## src/inc/alu_flags_pkg.sv

```systemverilog
// Package with the flag register layout, ALU operation codes and bus constants.
package alu_flags_pkg;

  localparam int FlagWidth = 8;
  localparam int CarryBit = 0;
  localparam int NibbleCarryBit = 1;
  localparam int ZeroBit = 2;
  localparam int OverrunBit = 3;
  localparam int NegativeBit = 4;
  localparam logic [7:0] ImplMask = 8'h1f;
  localparam logic [7:0] FlagsReset = 8'h00;
  localparam int NibbleTop = 3;
  localparam int SignBit = 7;

  // Register map on the AXI4-Lite bus.
  localparam logic [7:0] FlagsAddr = 8'h00;
  localparam logic [7:0] OperandAAddr = 8'h04;
  localparam logic [7:0] OperandBAddr = 8'h08;
  localparam logic [7:0] CommandAddr = 8'h0c;
  localparam logic [7:0] ResultAddr = 8'h10;
  localparam logic [1:0] RespOkay = 2'h0;
  localparam logic [1:0] RespSlvErr = 2'h2;

  // Command register fields.
  localparam int OpLsb = 0;
  localparam int OpMsb = 3;
  localparam int DestFlagsBit = 8;
  localparam int BitSelLsb = 4;
  localparam int BitSelMsb = 6;

  typedef enum logic [3:0] {
    add_reg_op = 4'h0,
    add_literal_op = 4'h1,
    sub_from_literal_op = 4'h2,
    sub_reg_op = 4'h3,
    and_op = 4'h4,
    or_op = 4'h5,
    xor_op = 4'h6,
    clear_file_op = 4'h7,
    bit_clear_op = 4'h8,
    bit_set_op = 4'h9,
    nibble_swap_op = 4'ha,
    file_to_file_move_op = 4'hb,
    move_from_w_op = 4'hc
  } alu_op_t;

  typedef struct packed {
    logic negative;
    logic signedOverrun;
    logic zero;
    logic nibbleCarry;
    logic carry;
  } flags_t;

endpackage : alu_flags_pkg

```

## src/alu_status_flags.sv

```systemverilog
// Arithmetic status flag register with a small ALU, reached over AXI4-Lite.
//
// Contract
// - The flag register is readable and writable like any register; bits 7..5 read as zero.
// - A flag-changing operation aimed at the flag register drops its result and only sets flags.
// - Clearing the flag register sets zero and leaves the other flags unchanged.
// - Bit clear, bit set, swap and both moves change no flag and write the register as told.
// - Negative in bit 4 copies the result's top bit for the add, subtract and logic operations.
// - Overflow in bit 3 is set when a signed operation makes the sign bit change wrongly.
// - Digit carry in bit 1 is the carry out of bit 3 for the add and subtract operations.
// - Carry in bit 0 is the carry out of bit 7; in subtraction both carries are inverted borrows.
//
// Chosen here: register access over AXI4-Lite and the address map.
`timescale 1ns/100ps
module alu_status_flags (
  // Clock and reset
  input wire logic clock,
  input wire logic rst_n,
  // AXI4-Lite write address and data
  input wire logic [7:0] s_axi_awaddr,
  input wire logic s_axi_awvalid,
  output logic s_axi_awready,
  input wire logic [31:0] s_axi_wdata,
  input wire logic [3:0] s_axi_wstrb,
  input wire logic s_axi_wvalid,
  output logic s_axi_wready,
  // AXI4-Lite write response
  output logic [1:0] s_axi_bresp,
  output logic s_axi_bvalid,
  input wire logic s_axi_bready,
  // AXI4-Lite read
  input wire logic [7:0] s_axi_araddr,
  input wire logic s_axi_arvalid,
  output logic s_axi_arready,
  output logic [31:0] s_axi_rdata,
  output logic [1:0] s_axi_rresp,
  output logic s_axi_rvalid,
  input wire logic s_axi_rready,
  // Flags to the core
  output alu_flags_pkg::flags_t flagsOut
);

  logic rstMeta_reg;
  logic rstSync_reg;
  logic rstn;

  always_ff @(posedge clock or negedge rst_n) begin
    if (!rst_n) begin
      rstMeta_reg <= 1'b0;
      rstSync_reg <= 1'b0;
    end else begin
      rstMeta_reg <= 1'b1;
      rstSync_reg <= rstMeta_reg;
    end
  end
  assign rstn = rstSync_reg;

  logic [7:0] flags_reg;
  logic [7:0] flags_next;
  logic [7:0] opA_reg;
  logic [7:0] opB_reg;
  logic [7:0] result_reg;
  logic [7:0] result_next;

  // Write channel capture; address and data may arrive in either order.
  logic awHeld_reg;
  logic wHeld_reg;
  logic [7:0] awAddr_reg;
  logic [31:0] wData_reg;
  logic [3:0] wStrb_reg;
  logic doWrite;

  assign doWrite = awHeld_reg && wHeld_reg && !s_axi_bvalid;

  always_ff @(posedge clock or negedge rstn) begin
    if (!rstn) begin
      awHeld_reg <= 1'b0;
      awAddr_reg <= 8'h00;
      s_axi_awready <= 1'b0;
    end else begin
      s_axi_awready <= 1'b0;
      if (doWrite) begin
        awHeld_reg <= 1'b0;
      end else if (s_axi_awvalid && s_axi_awready) begin
        awHeld_reg <= 1'b1;
        awAddr_reg <= s_axi_awaddr;
      end else if (s_axi_awvalid && !awHeld_reg) begin
        s_axi_awready <= 1'b1;
      end
    end
  end

  always_ff @(posedge clock or negedge rstn) begin
    if (!rstn) begin
      wHeld_reg <= 1'b0;
      wData_reg <= 32'h0000_0000;
      wStrb_reg <= 4'h0;
      s_axi_wready <= 1'b0;
    end else begin
      s_axi_wready <= 1'b0;
      if (doWrite) begin
        wHeld_reg <= 1'b0;
      end else if (s_axi_wvalid && s_axi_wready) begin
        wHeld_reg <= 1'b1;
        wData_reg <= s_axi_wdata;
        wStrb_reg <= s_axi_wstrb;
      end else if (s_axi_wvalid && !wHeld_reg) begin
        s_axi_wready <= 1'b1;
      end
    end
  end

  logic addrKnown;
  assign addrKnown = (awAddr_reg == alu_flags_pkg::FlagsAddr) ||
                     (awAddr_reg == alu_flags_pkg::OperandAAddr) ||
                     (awAddr_reg == alu_flags_pkg::OperandBAddr) ||
                     (awAddr_reg == alu_flags_pkg::CommandAddr) ||
                     (awAddr_reg == alu_flags_pkg::ResultAddr);

  always_ff @(posedge clock or negedge rstn) begin
    if (!rstn) begin
      s_axi_bvalid <= 1'b0;
      s_axi_bresp <= alu_flags_pkg::RespOkay;
    end else if (doWrite) begin
      s_axi_bvalid <= 1'b1;
      s_axi_bresp <= addrKnown ? alu_flags_pkg::RespOkay : alu_flags_pkg::RespSlvErr;
    end else if (s_axi_bready) begin
      s_axi_bvalid <= 1'b0;
    end
  end

  // Executing the command: operand A and operand B, or the flag register when it is the target; subtract-from-literal and file-to-file move always use operand B.
  logic cmdGo;
  alu_flags_pkg::alu_op_t op;
  logic toFlags;
  logic [2:0] bitSel;
  assign cmdGo = doWrite && wStrb_reg[0] && (awAddr_reg == alu_flags_pkg::CommandAddr);
  assign op = alu_flags_pkg::alu_op_t'(wData_reg[alu_flags_pkg::OpMsb:alu_flags_pkg::OpLsb]);
  assign toFlags = wData_reg[alu_flags_pkg::DestFlagsBit];
  assign bitSel = wData_reg[alu_flags_pkg::BitSelMsb:alu_flags_pkg::BitSelLsb];

  always_comb begin
    logic [8:0] sum;
    logic [4:0] lowSum;
    logic [7:0] addend;
    logic [7:0] target;
    logic [7:0] res;
    logic arith;
    logic logic8;
    logic noFlags;
    logic [7:0] augend;
    sum = 9'h000;
    lowSum = 5'h00;
    addend = 8'h00;
    arith = 1'b0;
    logic8 = 1'b0;
    noFlags = 1'b0;
    augend = opA_reg;
    // The operation's file operand is the flag register itself when it is the target.
    target = toFlags ? (flags_reg & alu_flags_pkg::ImplMask) : opB_reg;
    res = 8'h00;
    flags_next = flags_reg;
    result_next = result_reg;
    case (op)
      alu_flags_pkg::add_reg_op, alu_flags_pkg::add_literal_op: begin
        addend = target;
        arith = 1'b1;
      end
      alu_flags_pkg::sub_from_literal_op, alu_flags_pkg::sub_reg_op: begin
        addend = ~opA_reg;
        arith = 1'b1;
      end
      alu_flags_pkg::and_op: begin
        res = opA_reg & target;
        logic8 = 1'b1;
      end
      alu_flags_pkg::or_op: begin
        res = opA_reg | target;
        logic8 = 1'b1;
      end
      alu_flags_pkg::xor_op: begin
        res = opA_reg ^ target;
        logic8 = 1'b1;
      end
      alu_flags_pkg::clear_file_op: begin
        res = 8'h00;
      end
      alu_flags_pkg::bit_clear_op: begin
        res = target & ~(8'h01 << bitSel);
        noFlags = 1'b1;
      end
      alu_flags_pkg::bit_set_op: begin
        res = target | (8'h01 << bitSel);
        noFlags = 1'b1;
      end
      alu_flags_pkg::nibble_swap_op: begin
        res = {target[3:0], target[7:4]};
        noFlags = 1'b1;
      end
      alu_flags_pkg::file_to_file_move_op: begin
        res = opB_reg;
        noFlags = 1'b1;
      end
      alu_flags_pkg::move_from_w_op: begin
        res = opA_reg;
        noFlags = 1'b1;
      end
      default: begin
        noFlags = 1'b1;
        // An unknown code leaves its destination as it was, so no stale result leaks into the flags.
        res = toFlags ? target : result_reg;
      end
    endcase
    if (arith) begin
      // Subtraction adds the two's complement, so carries come out as inverted borrows.
      if (op == alu_flags_pkg::sub_from_literal_op || op == alu_flags_pkg::sub_reg_op) begin
        augend = (op == alu_flags_pkg::sub_reg_op) ? target : opB_reg;
        sum = {1'b0, augend} + {1'b0, addend} + 9'h001;
        lowSum = {1'b0, augend[3:0]} + {1'b0, addend[3:0]} + 5'h01;
      end else begin
        sum = {1'b0, opA_reg} + {1'b0, addend};
        lowSum = {1'b0, opA_reg[3:0]} + {1'b0, addend[3:0]};
      end
      res = sum[7:0];
      flags_next[alu_flags_pkg::CarryBit] = sum[8];
      flags_next[alu_flags_pkg::NibbleCarryBit] = lowSum[4];
      flags_next[alu_flags_pkg::OverrunBit] =
        (augend[alu_flags_pkg::SignBit] ~^ addend[alu_flags_pkg::SignBit]) &&
        (res[alu_flags_pkg::SignBit] != augend[alu_flags_pkg::SignBit]);
      flags_next[alu_flags_pkg::NegativeBit] = res[alu_flags_pkg::SignBit];
    end else if (logic8) begin
      flags_next[alu_flags_pkg::NegativeBit] = res[alu_flags_pkg::SignBit];
    end
    if (!noFlags) begin
      flags_next[alu_flags_pkg::ZeroBit] = (res == 8'h00);
    end
    if (toFlags && noFlags) begin
      flags_next = res & alu_flags_pkg::ImplMask;
    end else if (!toFlags) begin
      result_next = res;
    end
    // A flag-changing operation aimed at the flags keeps only the flag update.
    flags_next = flags_next & alu_flags_pkg::ImplMask;
  end

  // Register writes: plain stores and command execution.
  always_ff @(posedge clock or negedge rstn) begin
    if (!rstn) begin
      flags_reg <= alu_flags_pkg::FlagsReset;
      opA_reg <= 8'h00;
      opB_reg <= 8'h00;
      result_reg <= 8'h00;
    end else if (cmdGo) begin
      flags_reg <= flags_next;
      result_reg <= result_next;
    end else if (doWrite && wStrb_reg[0]) begin
      case (awAddr_reg)
        alu_flags_pkg::FlagsAddr: flags_reg <= wData_reg[7:0] & alu_flags_pkg::ImplMask;
        alu_flags_pkg::OperandAAddr: opA_reg <= wData_reg[7:0];
        alu_flags_pkg::OperandBAddr: opB_reg <= wData_reg[7:0];
        default: begin
        end
      endcase
    end
  end

  // Read channel.
  logic [31:0] readWord;
  logic readKnown;
  always_comb begin
    readWord = 32'h0000_0000;
    readKnown = 1'b1;
    case (s_axi_araddr)
      alu_flags_pkg::FlagsAddr: readWord = {24'h000000, flags_reg & alu_flags_pkg::ImplMask};
      alu_flags_pkg::OperandAAddr: readWord = {24'h000000, opA_reg};
      alu_flags_pkg::OperandBAddr: readWord = {24'h000000, opB_reg};
      alu_flags_pkg::CommandAddr: readWord = 32'h0000_0000;
      alu_flags_pkg::ResultAddr: readWord = {24'h000000, result_reg};
      default: readKnown = 1'b0;
    endcase
  end

  always_ff @(posedge clock or negedge rstn) begin
    if (!rstn) begin
      s_axi_arready <= 1'b0;
      s_axi_rvalid <= 1'b0;
      s_axi_rdata <= 32'h0000_0000;
      s_axi_rresp <= alu_flags_pkg::RespOkay;
    end else begin
      s_axi_arready <= 1'b0;
      if (s_axi_rvalid && s_axi_rready) begin
        s_axi_rvalid <= 1'b0;
      end else if (s_axi_arvalid && s_axi_arready) begin
        s_axi_rvalid <= 1'b1;
        s_axi_rdata <= readWord;
        s_axi_rresp <= readKnown ? alu_flags_pkg::RespOkay : alu_flags_pkg::RespSlvErr;
      end else if (s_axi_arvalid && !s_axi_rvalid) begin
        s_axi_arready <= 1'b1;
      end
    end
  end

  always_ff @(posedge clock or negedge rstn) begin
    if (!rstn) begin
      flagsOut <= '0;
    end else begin
      flagsOut <= alu_flags_pkg::flags_t'(flags_next[4:0]);
      if (!cmdGo) begin
        flagsOut <= alu_flags_pkg::flags_t'(flags_reg[4:0]);
      end
    end
  end

endmodule : alu_status_flags

```

## config.mk

```make
export PLATFORM = sky130hd
export DESIGN_NAME = alu_status_flags
export DESIGN_NICKNAME = d
export VERILOG_FILES = /design/src/inc/alu_flags_pkg.sv /design/src/alu_status_flags.sv
export SDC_FILE = /design/constraint.sdc
export NUM_CORES = 1
export LEC_CHECK = 0
export BUFFER_PORTS_ARGS = -buffer_cell sky130_fd_sc_hd__buf_2
export CELL_PAD_IN_SITES_DETAIL_PLACEMENT = 1
export CELL_PAD_IN_SITES_GLOBAL_PLACEMENT = 1
export CORE_ASPECT_RATIO = 0.75
export CORE_MARGIN = 2
export CORE_UTILIZATION = 43
export CTS_CLUSTER_DIAMETER = 40
export DETAILED_ROUTE_END_ITERATION = 10
export PLACE_DENSITY = 0.84
export RECOVER_POWER = 50
export SYNTH_ARGS = -nofsm -noshare
export SYNTH_HDL_FRONTEND = slang
export SYNTH_SLANG_ARGS = --single-unit
```

## constraint.sdc

```tcl
create_clock -name clock -period 3.1 [get_ports clock]
set_input_delay 0.775 -clock clock [delete_from_list [all_inputs] [get_ports clock]]
set_output_delay 0.775 -clock clock [all_outputs]
set_load 0.1 [all_outputs]
```

Word-level counts from Yosys, hierarchy flattened
Cells that the tools add are included.
{"block": "op_classes", "bitwise_logic": 13, "n_eq_ne": 21, "shift": 1, "n_reduce_logical": 46, "mux": 45, "add_sub_neg": 6}
{"op": "$pmux W8 S9", "n": 1}
{"op": "$mux W8", "n": 6}
{"op": "$eq A8 B4 Y1 const B", "n": 4}
{"op": "$pmux W8 S4", "n": 1}
{"op": "$mux W5", "n": 6}
{"op": "$mux W1", "n": 25}
{"op": "$logic_not A8 Y1", "n": 3}
{"op": "$eq A4 B4 Y1 const B", "n": 5}
{"op": "$add A8 B8 Y9", "n": 2}
{"op": "$mux W9", "n": 2}
{"op": "$and A8 B8 Y8", "n": 2}
{"op": "$eq A4 B3 Y1 const B", "n": 4}
{"op": "$eq A8 B3 Y1 const B", "n": 2}
{"op": "$eq A8 B5 Y1 const B", "n": 2}
{"op": "$not A8 Y8", "n": 2}
{"op": "$or A8 B8 Y8", "n": 2}
{"op": "$pmux W8 S2", "n": 1}
{"op": "$logic_and A1 B1 Y1", "n": 13}
{"op": "$reduce_bool A2 Y1", "n": 6}
{"op": "$add A4 B4 Y5", "n": 2}
{"op": "$reduce_or A5 Y1", "n": 2}
{"op": "$add A9 B1 Y9 const B", "n": 1}
{"op": "$reduce_and A3 Y1", "n": 3}
{"op": "$eq A4 B2 Y1 const B", "n": 2}
{"op": "other kinds (16)", "n": 33}
{"block": "totals", "input_bits": 59, "ff_bits": 97}

Logic depth before layout (Yosys ltp)
Gate-level depths: netlist (run 1).
{"block": "depth", "depth_word": 12, "depth_mapped": 15, "ltp_nobuf": 13}

Least setup slack after synthesis (run 1)
Ideal clock, no wire load.
{"block": "synth_timing", "path_kind": "register to register", "start": "register wData_reg[1]", "end": "register flagsOut[2] (netlist bit)", "t_required_ns": 3.024, "t_arrival_ns": 3.705, "setup_ns": 0.076, "path_stages_with_launch": 15, "period_less_slack_ns": 3.782, "path_buffers": 3, "slack_ns": -0.682, "path_cell_list": "dfrtp_1 buf_2 inv_1 clkbuf_1 clkbuf_1 mux2_2 nor2_1 ha_1 o21ai_0 a2111oi_0 mux2_2 a211oi_2 o2111ai_1 or4_1 o21ai_1"}
{"block": "synth_via", "elab_chain_cells": 12, "elab_cells_between_ends": 35, "cone_classes": "add/sub (3); eq/ne (12); mux (11); reduce/logical (9)"}
{"item": "start, declared", "line": "alu_status_flags.sv:69", "text": "logic [31:0] wData_reg;"}
{"item": "start signal, assigned", "line": "alu_status_flags.sv:105", "text": "wData_reg <= s_axi_wdata;"}
{"item": "$eq A4 B2 Y1 (tied with other cells)", "line": "alu_status_flags.sv:164, alu_status_flags.sv:216"}
{"item": "$reduce_or A2 Y1"}
{"item": "$pmux W8 S2", "line": "alu_status_flags.sv:164", "text": "case (op)"}
{"item": "$add A8 B8 Y9", "line": "alu_status_flags.sv:218", "text": "sum = {1'b0, augend} + {1'b0, addend} + 9'h001;"}
{"item": "$add A9 B1 Y9", "line": "alu_status_flags.sv:218"}
{"item": "$mux W9", "line": "alu_status_flags.sv:216", "text": "if (op == alu_flags_pkg::sub_from_literal_op || op == alu_flags_pkg::sub_reg_op) begin"}
{"item": "$mux W9", "line": "alu_status_flags.sv:214", "text": "if (arith) begin"}
{"item": "$mux W8", "line": "alu_status_flags.sv:214"}
{"item": "$logic_not A8 Y1", "line": "alu_status_flags.sv:235", "text": "flags_next[alu_flags_pkg::ZeroBit] = (res == 8'h00);"}
{"item": "$mux W1", "line": "alu_status_flags.sv:234", "text": "if (!noFlags) begin"}
{"item": "$mux W5 (*)", "line": "alu_status_flags.sv:237", "text": "if (toFlags && noFlags) begin"}
{"item": "$mux W5 (*)", "line": "alu_status_flags.sv:308", "text": "if (!cmdGo) begin"}
{"item": "end signal, assigned", "line": "alu_status_flags.sv:307", "text": "flagsOut <= alu_flags_pkg::flags_t'(flags_next[4:0]);"}
{"item": "end signal, assigned", "line": "alu_status_flags.sv:309", "text": "flagsOut <= alu_flags_pkg::flags_t'(flags_reg[4:0]);"}
{"item": "end, declared", "line": "alu_status_flags.sv:40", "text": "output alu_flags_pkg::flags_t flagsOut"}
Mark *: on every way between the ends. The rest lies on a longest branch, timed or not. The select of a mux whose other input is x is not followed.
A chain may end at the register's enable or synchronous reset.

Worst setup path in the final report (run 1)
{"block": "layout_timing", "start": "register wData_reg[8]", "end": "register flags_reg[2]"}
{"block": "layout_via", "elab_chain_cells": 11, "elab_cells_between_ends": 21, "cone_classes": "add/sub (3); mux (11); bitwise (5); reduce/logical (2)"}
{"item": "$mux W8", "line": "alu_status_flags.sv:160", "text": "target = toFlags ? (flags_reg & alu_flags_pkg::ImplMask) : opB_reg;"}
{"item": "$pmux W8 S2 or $mux W8 (tied branches)", "line": "alu_status_flags.sv:164, alu_status_flags.sv:217"}
{"item": "$add A8 B8 Y9", "line": "alu_status_flags.sv:218"}
{"item": "$add A9 B1 Y9", "line": "alu_status_flags.sv:218"}
{"item": "$mux W9", "line": "alu_status_flags.sv:216"}
{"item": "$mux W9", "line": "alu_status_flags.sv:214"}
{"item": "$mux W8", "line": "alu_status_flags.sv:214"}
{"item": "$logic_not A8 Y1", "line": "alu_status_flags.sv:235"}
{"item": "$mux W1", "line": "alu_status_flags.sv:234"}
{"item": "$mux W5 (*)", "line": "alu_status_flags.sv:237"}
{"item": "$mux W5 (*)", "line": "alu_status_flags.sv:253", "text": "end else if (cmdGo) begin"}
{"item": "end signal, assigned", "line": "alu_status_flags.sv:249", "text": "flags_reg <= alu_flags_pkg::FlagsReset;"}
{"item": "end signal, assigned", "line": "alu_status_flags.sv:254", "text": "flags_reg <= flags_next;"}
{"item": "end signal, assigned", "line": "alu_status_flags.sv:258", "text": "alu_flags_pkg::FlagsAddr: flags_reg <= wData_reg[7:0] & alu_flags_pkg::ImplMask;"}
{"item": "end, declared", "line": "alu_status_flags.sv:58", "text": "logic [7:0] flags_reg;"}
Marked as above.

==> results of run 1 <==
[worst paths after layout]
check	to	cells past startpoint	slack, ns
max	flags_reg[2]$_DFFE_PN0P_	13	-0.48
min	rstMeta_reg$_DFF_PN0_	1	0.20
max reg2reg	flags_reg[2]$_DFFE_PN0P_	13	-0.48
min reg2reg	rstSync_reg$_DFF_PN0_	0	0.37
max in group asynchronous	wData_reg[1]$_DFFE_PN0P_	1	0.76
min in group clock	rstSync_reg$_DFF_PN0_	0	0.37
[power by group through the flow]
stage / Sequential (mW) / Clock [mW] / Combinational [mW]
2_1_floorplan: 1.71 / 0 / 2.74
3_3_place_gp: 1.41 / 0 / 5.15
3_5_place_dp: 1.44 / 0 / 5.33
4_1_cts: 1.41 / 1.14 / 5.75
5_1_grt: 1.47 / 1.19 / 6.40
6_report: 1.44 / 1.15 / 6.17
[kinds of logic after synthesis]
kind of cell,Yosys count
buf+inv,108
xor+xnor,14
simple gates,271
compound gates,234
flops,71
mux,62
fa+ha+maj,7
other cells,2
[per-stage QoR]
step,setup TNS [ns],instance area (sq um)
global route,-5.20,8620
detailed placement,-5.67,7880
global placement,-4.42,7880
floorplan,-0.457,6430
finish,-4.00,8620
CTS,-3.20,8470
[final cells by class]
cell class | count | area, sq um
Clock buffer | 10 | 239
Clock inverter | 6 | 75.1
Fill cell | 1743 | 5730
Inverter | 11 | 43.8
Multi-Input combinational cell | 615 | 4390
Sequential cell | 71 | 1780
Tap cell | 200 | 250
Timing Repair Buffer | 257 | 1850
[layout by cell type (no fill, tap or decap), drive strengths merged, types with 4 or more instances in the layout]
master and n:
and3 7, or2 4, nand3 18, ha 6, o211ai 8, a31oi 20
buf 253, o21ai 56, a221oi 8, o21a 8, and2 4, or3 10
nand4 4, a2bb2oi 7, mux2i 19, nand2b 17, mux2 43, nor2b 8
nor2 53, nand3b 4, conb 27, nor3 18, inv 14, nand2 78
a21o 6, nor3b 13, xnor2 12, o221ai 6, nor4 6, or4 5
dfrtp 71, a22oi 4, o22ai 8, clkbuf 14, a211oi 10, o31ai 9
nor4b 6, a21oi 41
[layer usage]
layer	part of all wire, %	global-route usage (%)
met1	42	55.4
met2	44	63.5
met3	9.3	6.24
met4	4.3	15.3
met5	0	0
[timing repair]
action	in CTS	in global routing
resized for setup	44	36
buffers inserted	10	5
pin swaps	18	12
endpoints found under the setup margin	15	16
==> impl_results.md, run 1 <==
* Result of the run: complete, but fails checks
* Violations in the final reports: setup timing
* Power density relative to cell area at 1020 mW/mm^2
* I/O Pins at 105
* Ordered list of cells on the worst path: mux2_4, and3_4, or4_4, ha_4, mux2_4, a32oi_2, o31ai_4, o31ai_4, nand2_1, nor2_1, nand4_1, or4_4, a21oi_2
* Startpoint of the worst-slack reg-to-reg timing path: wData_reg[8]$_DFFE_PN0P_
* Cell count after placement at 1141
* Combinational family with the most area after synthesis: compound AO/OA/AOI/OAI gates
* Net switching share of the total power at 50.8%
* Source-to-sink clock delay at the later pin of the worst-skew pair at 0.36 ns
* Main area contributors after synthesis: dfrtp_1 28%, mux2_2 7.6%, nand2_1 4.6%
* First-pass DRT Iterations at 6
* Starting DRC count in detailed routing at 917
* Largest net degree at the start of global routing at 39
* Fraction of final layout cells with drive strength greater than 1 at 40.0%
* Number of remaining DRC errors at 0
* Highest cell delay on the worst timing path at 0.52 ns
* Routed Wire Length at 31000 microns
* Number of flip-flops in the largest register at 9
* Die width at 143 microns
* Complex-gate fraction of the synthesized area at 25.5%
* Via count of the first global-routing pass at 7582
* Post-synth top area share at 28.4%
* Adder-cell share of the synthesized area at 1.36%
* Cell type group with the largest total delay on the critical path: simple AND/OR/NAND/NOR gates
* Final core occ at 60.1%
* H-tree depth reported by CTS at 3
* Count of standard-cell rows at 38
* Flip-flop and latch count after synthesis at 71
* Residual overflow from global routing at 0
* Library cell contributing the largest single delay on the critical path: or4_4
* Area delta synth->final at 37.7%
* Non-filler instance count after layout at 1170
* Static Leakage at 3.78 nW
* Cells after Synth at 769
* Worst vdd rail ir drop at 583 uV
* Worst slew pin tran at 1.34 ns
* DP Wirelength at 22300 microns
* CTS tree: yes
* Hold bufs inserted after CTS at 0
* Post-detailed-route count of antenna-violating nets at 0
* Average size of a mapped cell at 8.14 sq um
* Critical Path Fanout Max at 7
* Initial Util at 43.6%
* Final setup violation count at 14
* Wire length of the first global-routing pass at 46400 microns
* Via count of the routed design at 7563
* Combinational share of power at 70.4%
* Arrival time of data at the critical path endpoint at 3.87 ns
* Vias/cell at 6.46
* # port buffers at 52
* Maxcap violations at 0
* Simple logic cell fraction of the synthesized area at 23.1%
* Placer Congestion at 0.988
* Buffers from clock root to sink, at most at 2
* Element type at the critical path end: register
* Worst min-delay path category: input port to asynchronous set/reset pin
* Clock buffers created by TritonCTS at 9
* Most numerous cell types in the synthesized netlist: 77 x nand2_1, 71 x dfrtp_1, 54 x o21ai_0, 52 x nor2_1, 43 x clkbuf_1
* Antenna diode count at 0
* Final number of max-transition violations at 0
* Worst-case setup margin in the final layout at -0.483 ns
* CP startpoint: wData_reg[8]$_DFFE_PN0P_
* Core box area at 0.0144 sq mm
* Netlist Area Pre-Place at 0.00626 sq mm
* Xor and xnor area share after synthesis at 1.96%
* Part of the total power dissipated in sequential elements at 16.4%
* Sequential area share after synthesis at 28.4%
* Synth area leader: dfrtp_1
* Endpoint required time on the critical path at 3.39 ns
* Buffering stage count on the worst path with inverters included at 0
* Routed wire length per instance at 26.5 microns
* Most frequent cell after synthesis: nand2_1
* Post-synth cell types at 90
* Clk pin slew, worst setup/hold paths at 0.08 ns
* Slew HR at 11.0%
* Clock network fraction of total power at 13.2%
* Unrepaired setup endpoints after global routing: yes
* Final Hold Viols at 0
* Total of warnings raised by yosys at 0
* Startpoint-to-endpoint class of the critical path: register to register
* Die Y-Extent at 109 microns
* Number of enable flip-flop cells after synthesis at 0
* Post-synth top flop: dfrtp_1
* Fraction of synthesized area in multiplexers at 10.9%
* Tightest hold margin at 0.203 ns
* Fin Clk Skew at 0.0141 ns
* Critical path startpoint category: register
* Timing-limited maximum frequency at 279 MHz
* Die outline area at 0.0156 sq mm
* Antenna violations before repair at 0
* Placement Setup Slack at -0.742 ns
* Master cell of the clock root buffer: clkbuf_16
* Power dissipated by switching net loads at 4.45 mW
* Final critical path time including I/O delays and setup at 3.58 ns
* Clk sinks at 71
* Share of the clock period used by the worst path after layout at 116%
* Total routing usage reported by global routing at 40.1%
* Power consumption at 8.76 mW
* Layout net count at 1030
* Total internal power at 4.31 mW
* Share of synthesized registers carrying an async set or reset at 100%
No activity file was read; power rests on OpenSTA's default activity.
==> run 2, diff against run 1 <==
--- a/config.mk
+++ b/config.mk
@@ -5,7 +5,7 @@
 export SDC_FILE = /design/constraint.sdc
 export NUM_CORES = 1
 export LEC_CHECK = 0
-export BUFFER_PORTS_ARGS = -buffer_cell sky130_fd_sc_hd__buf_2
+export BUFFER_PORTS_ARGS = -buffer_cell sky130_fd_sc_hd__clkbuf_2
 export CELL_PAD_IN_SITES_DETAIL_PLACEMENT = 1
 export CELL_PAD_IN_SITES_GLOBAL_PLACEMENT = 1
 export CORE_ASPECT_RATIO = 0.75
==> impl_results.md, run 2 (synthesis gave the netlist of run 1 again) <==
* I/O Pins at 105 (unchanged)
* Die Y-Extent at 109 microns (unchanged)
* Unrepaired setup endpoints after global routing: yes
* Static Leakage at 3.81 nW (+0.84%)
* Vias/cell at 6.61 (+2.3%)
* Violations in the final reports: setup timing
* Arrival time of data at the critical path endpoint at 4.01 ns (+0.14 ns)
* Die outline area at 0.0156 sq mm (unchanged)
* Commonest non-fill, non-tap cell in the layout: buf_4
* Area delta synth->final at 39.0%
* Final setup violation count at 15 (+1)
* Startpoint of the worst-slack reg-to-reg timing path: wData_reg[0]$_DFFE_PN0P_
* Via count of the first global-routing pass at 7692 (+1.5%)
* Placer Congestion at 1.02 (+3.6%)
* Clk sinks at 71 (unchanged)
* Endpoint required time on the critical path at 3.37 ns (-0.02 ns)
* Final core occ at 60.6% (+0.54 points)
* Element type at the critical path end: register
* Layout net count at 1025 (-0.49%)
* DP Wirelength at 21800 microns (-2.2%)
* Startpoint-to-endpoint class of the critical path: register to register
* Share of the clock period used by the worst path after layout at 121% (+5.2 points)
* Master cell of the clock root buffer: clkbuf_16
* Placement Setup Slack at -0.759 ns (-0.0175 ns)
* Routed wire length per instance at 27.3 microns (+3.2%)
* Initial Util at 43.6% (unchanged)
* Worst-case setup margin in the final layout at -0.645 ns (-0.163 ns)
* Routed Wire Length at 31800 microns (+2.8%)
* Residual overflow from global routing at 0 (unchanged)
* Core box area at 0.0144 sq mm (unchanged)
* Post-detailed-route count of antenna-violating nets at 0 (unchanged)
* Worst vdd rail ir drop at 503 uV (-14%)
* Worst min-delay path category: input port to asynchronous set/reset pin
* Via count of the routed design at 7701 (+1.8%)
* Clk pin slew, worst setup/hold paths at 0.07 ns (about the same)
* Fin Clk Skew at 0.0133 ns (-0.000799 ns)
* Result of the run: complete, but fails checks
* # port buffers at 52 (unchanged)
* Post-placement cell area at 0.00788 sq mm (about the same)
* Antenna diode count at 0 (unchanged)
* Power density relative to cell area at 1040 mW/mm^2 (+2.7%)
* Timing-limited maximum frequency at 267 MHz (-4.3%)
* Worst slew pin tran at 0.913 ns (-0.422 ns)
* CP startpoint: wData_reg[0]$_DFFE_PN0P_
* Total routing usage reported by global routing at 38.6% (-1.5 points)
* Critical path startpoint category: register
* Wire length of the first global-routing pass at 45100 microns (-2.8%)
* Antenna violations before repair at 1 (+1)
* Maxcap violations at 0 (unchanged)
* First-pass DRT Iterations at 6 (unchanged)
* Final Hold Viols at 0 (unchanged)
* Count of standard-cell rows at 38 (unchanged)
* Clock buffers created by TritonCTS at 9 (unchanged)
* Source-to-sink clock delay at the later pin of the worst-skew pair at 0.34 ns (-0.02 ns)
* Setup total negative slack at -4.50 ns (-0.498 ns)
* Hold bufs inserted after CTS at 0 (unchanged)
* Buffers from clock root to sink, at most at 2 (unchanged)
* Starting DRC count in detailed routing at 968 (+5.6%)
* Largest net degree at the start of global routing at 39 (unchanged)
* Area of all placed cells without fillers at 0.00870 sq mm (+0.90%)
* H-tree depth reported by CTS at 3 (unchanged)
* Number of flip-flops in the largest register at 9 (unchanged)
* Commonest cells after routing, fill and taps aside: 185 x buf_4, 75 x nand2_1, 65 x dfrtp_1
* CTS tree: yes
* Final critical path time including I/O delays and setup at 3.75 ns (+0.163 ns)
* Critical Path Fanout Max at 6 (-1)
* Final number of max-transition violations at 0 (unchanged)
* Number of remaining DRC errors at 0 (unchanged)
* Power consumption at 9.08 mW (+3.6%)
* Die width at 143 microns (unchanged)
* Fraction of final layout cells with drive strength greater than 1 at 39.5% (-0.52 points)
* Slew HR at 39.1% (+28 points)
## run 2: cell types whose count changed in the layout (fill, tap and decap cells not counted), sizes merged
| cell | change |
|---|---|
| clkbuf | +49 |
| clkinvlp | -1 |
| buf | -53 |
| bufinv | +3 |
| inv | -3 |
## run 2: final timing paths
| check | end | slack [ns] | cells after the start |
|---|---|---|---|
| min in group clock | rstSync_reg$_DFF_PN0_ | 0.37 | 0 |
| hold reg to reg | rstSync_reg$_DFF_PN0_ | 0.37 | 0 |
| max in group asynchronous | wData_reg[1]$_DFFE_PN0P_ | 1.99 | 1 |
| hold / removal | rstMeta_reg$_DFF_PN0_ | 0.21 | 1 |
| setup reg to reg | flagsOut[2]$_DFF_PN0_ | -0.65 | 14 |
| setup / recovery | flagsOut[2]$_DFF_PN0_ | -0.65 | 14 |
## run 2: routing by layer
layer	up-vias	track usage, %	part of all wire (%)
li1	3194	-	-
met1	3824	51.8	40
met3	167	7.79	10
met5	-	0	0.060
met2	514	61.8	45
met4	2	14.2	5.5
## run 2: cell type report
cell class / count / area, sq um
Clock buffer: 11 / 243
Clock inverter: 5 / 129
Fill cell: 1723 / 5660
Inverter: 11 / 43.8
Multi-Input combinational cell: 615 / 4400
Sequential cell: 71 / 1780
Tap cell: 200 / 250
Timing Repair Buffer: 252 / 1860
## run 2: per-stage QoR
step | instances | hold slack [ns]
4_1_cts | 1158 | 0.212
2_1_floorplan | 794 | 0.331
5_1_grt | 1165 | 0.211
3_5_place_dp | 1139 | 0.348
6_report | 1165 | 0.211
3_3_place_gp | 1139 | 0.338
## run 2: repair_timing
item	CTS	global route
resized for setup	35	47
pin swaps	4	15
setup buffers	3	9
endpoints found under the setup margin	15	16
## run 2: power by group
part,switching (mW),internal [mW],total (mW)
sequential,0.295,1.16,1.46
combinational,3.75,2.52,6.27
clock,0.461,0.895,1.36
## run 2: worst max-delay path, stage by stage, from the launching register on
cell and delay, ns:
dfrtp_2 0.46, or4b_1 0.57, o221ai_2 0.27, or4_4 0.21
ha_4 0.19, mux2_4 0.27, a32oi_2 0.21, o31ai_4 0.14
o31ai_4 0.23, buf_6 0.14, nand2_2 0.05, nor2_2 0.12
nand4_1 0.11, or4_4 0.56, o21ai_2 0.15
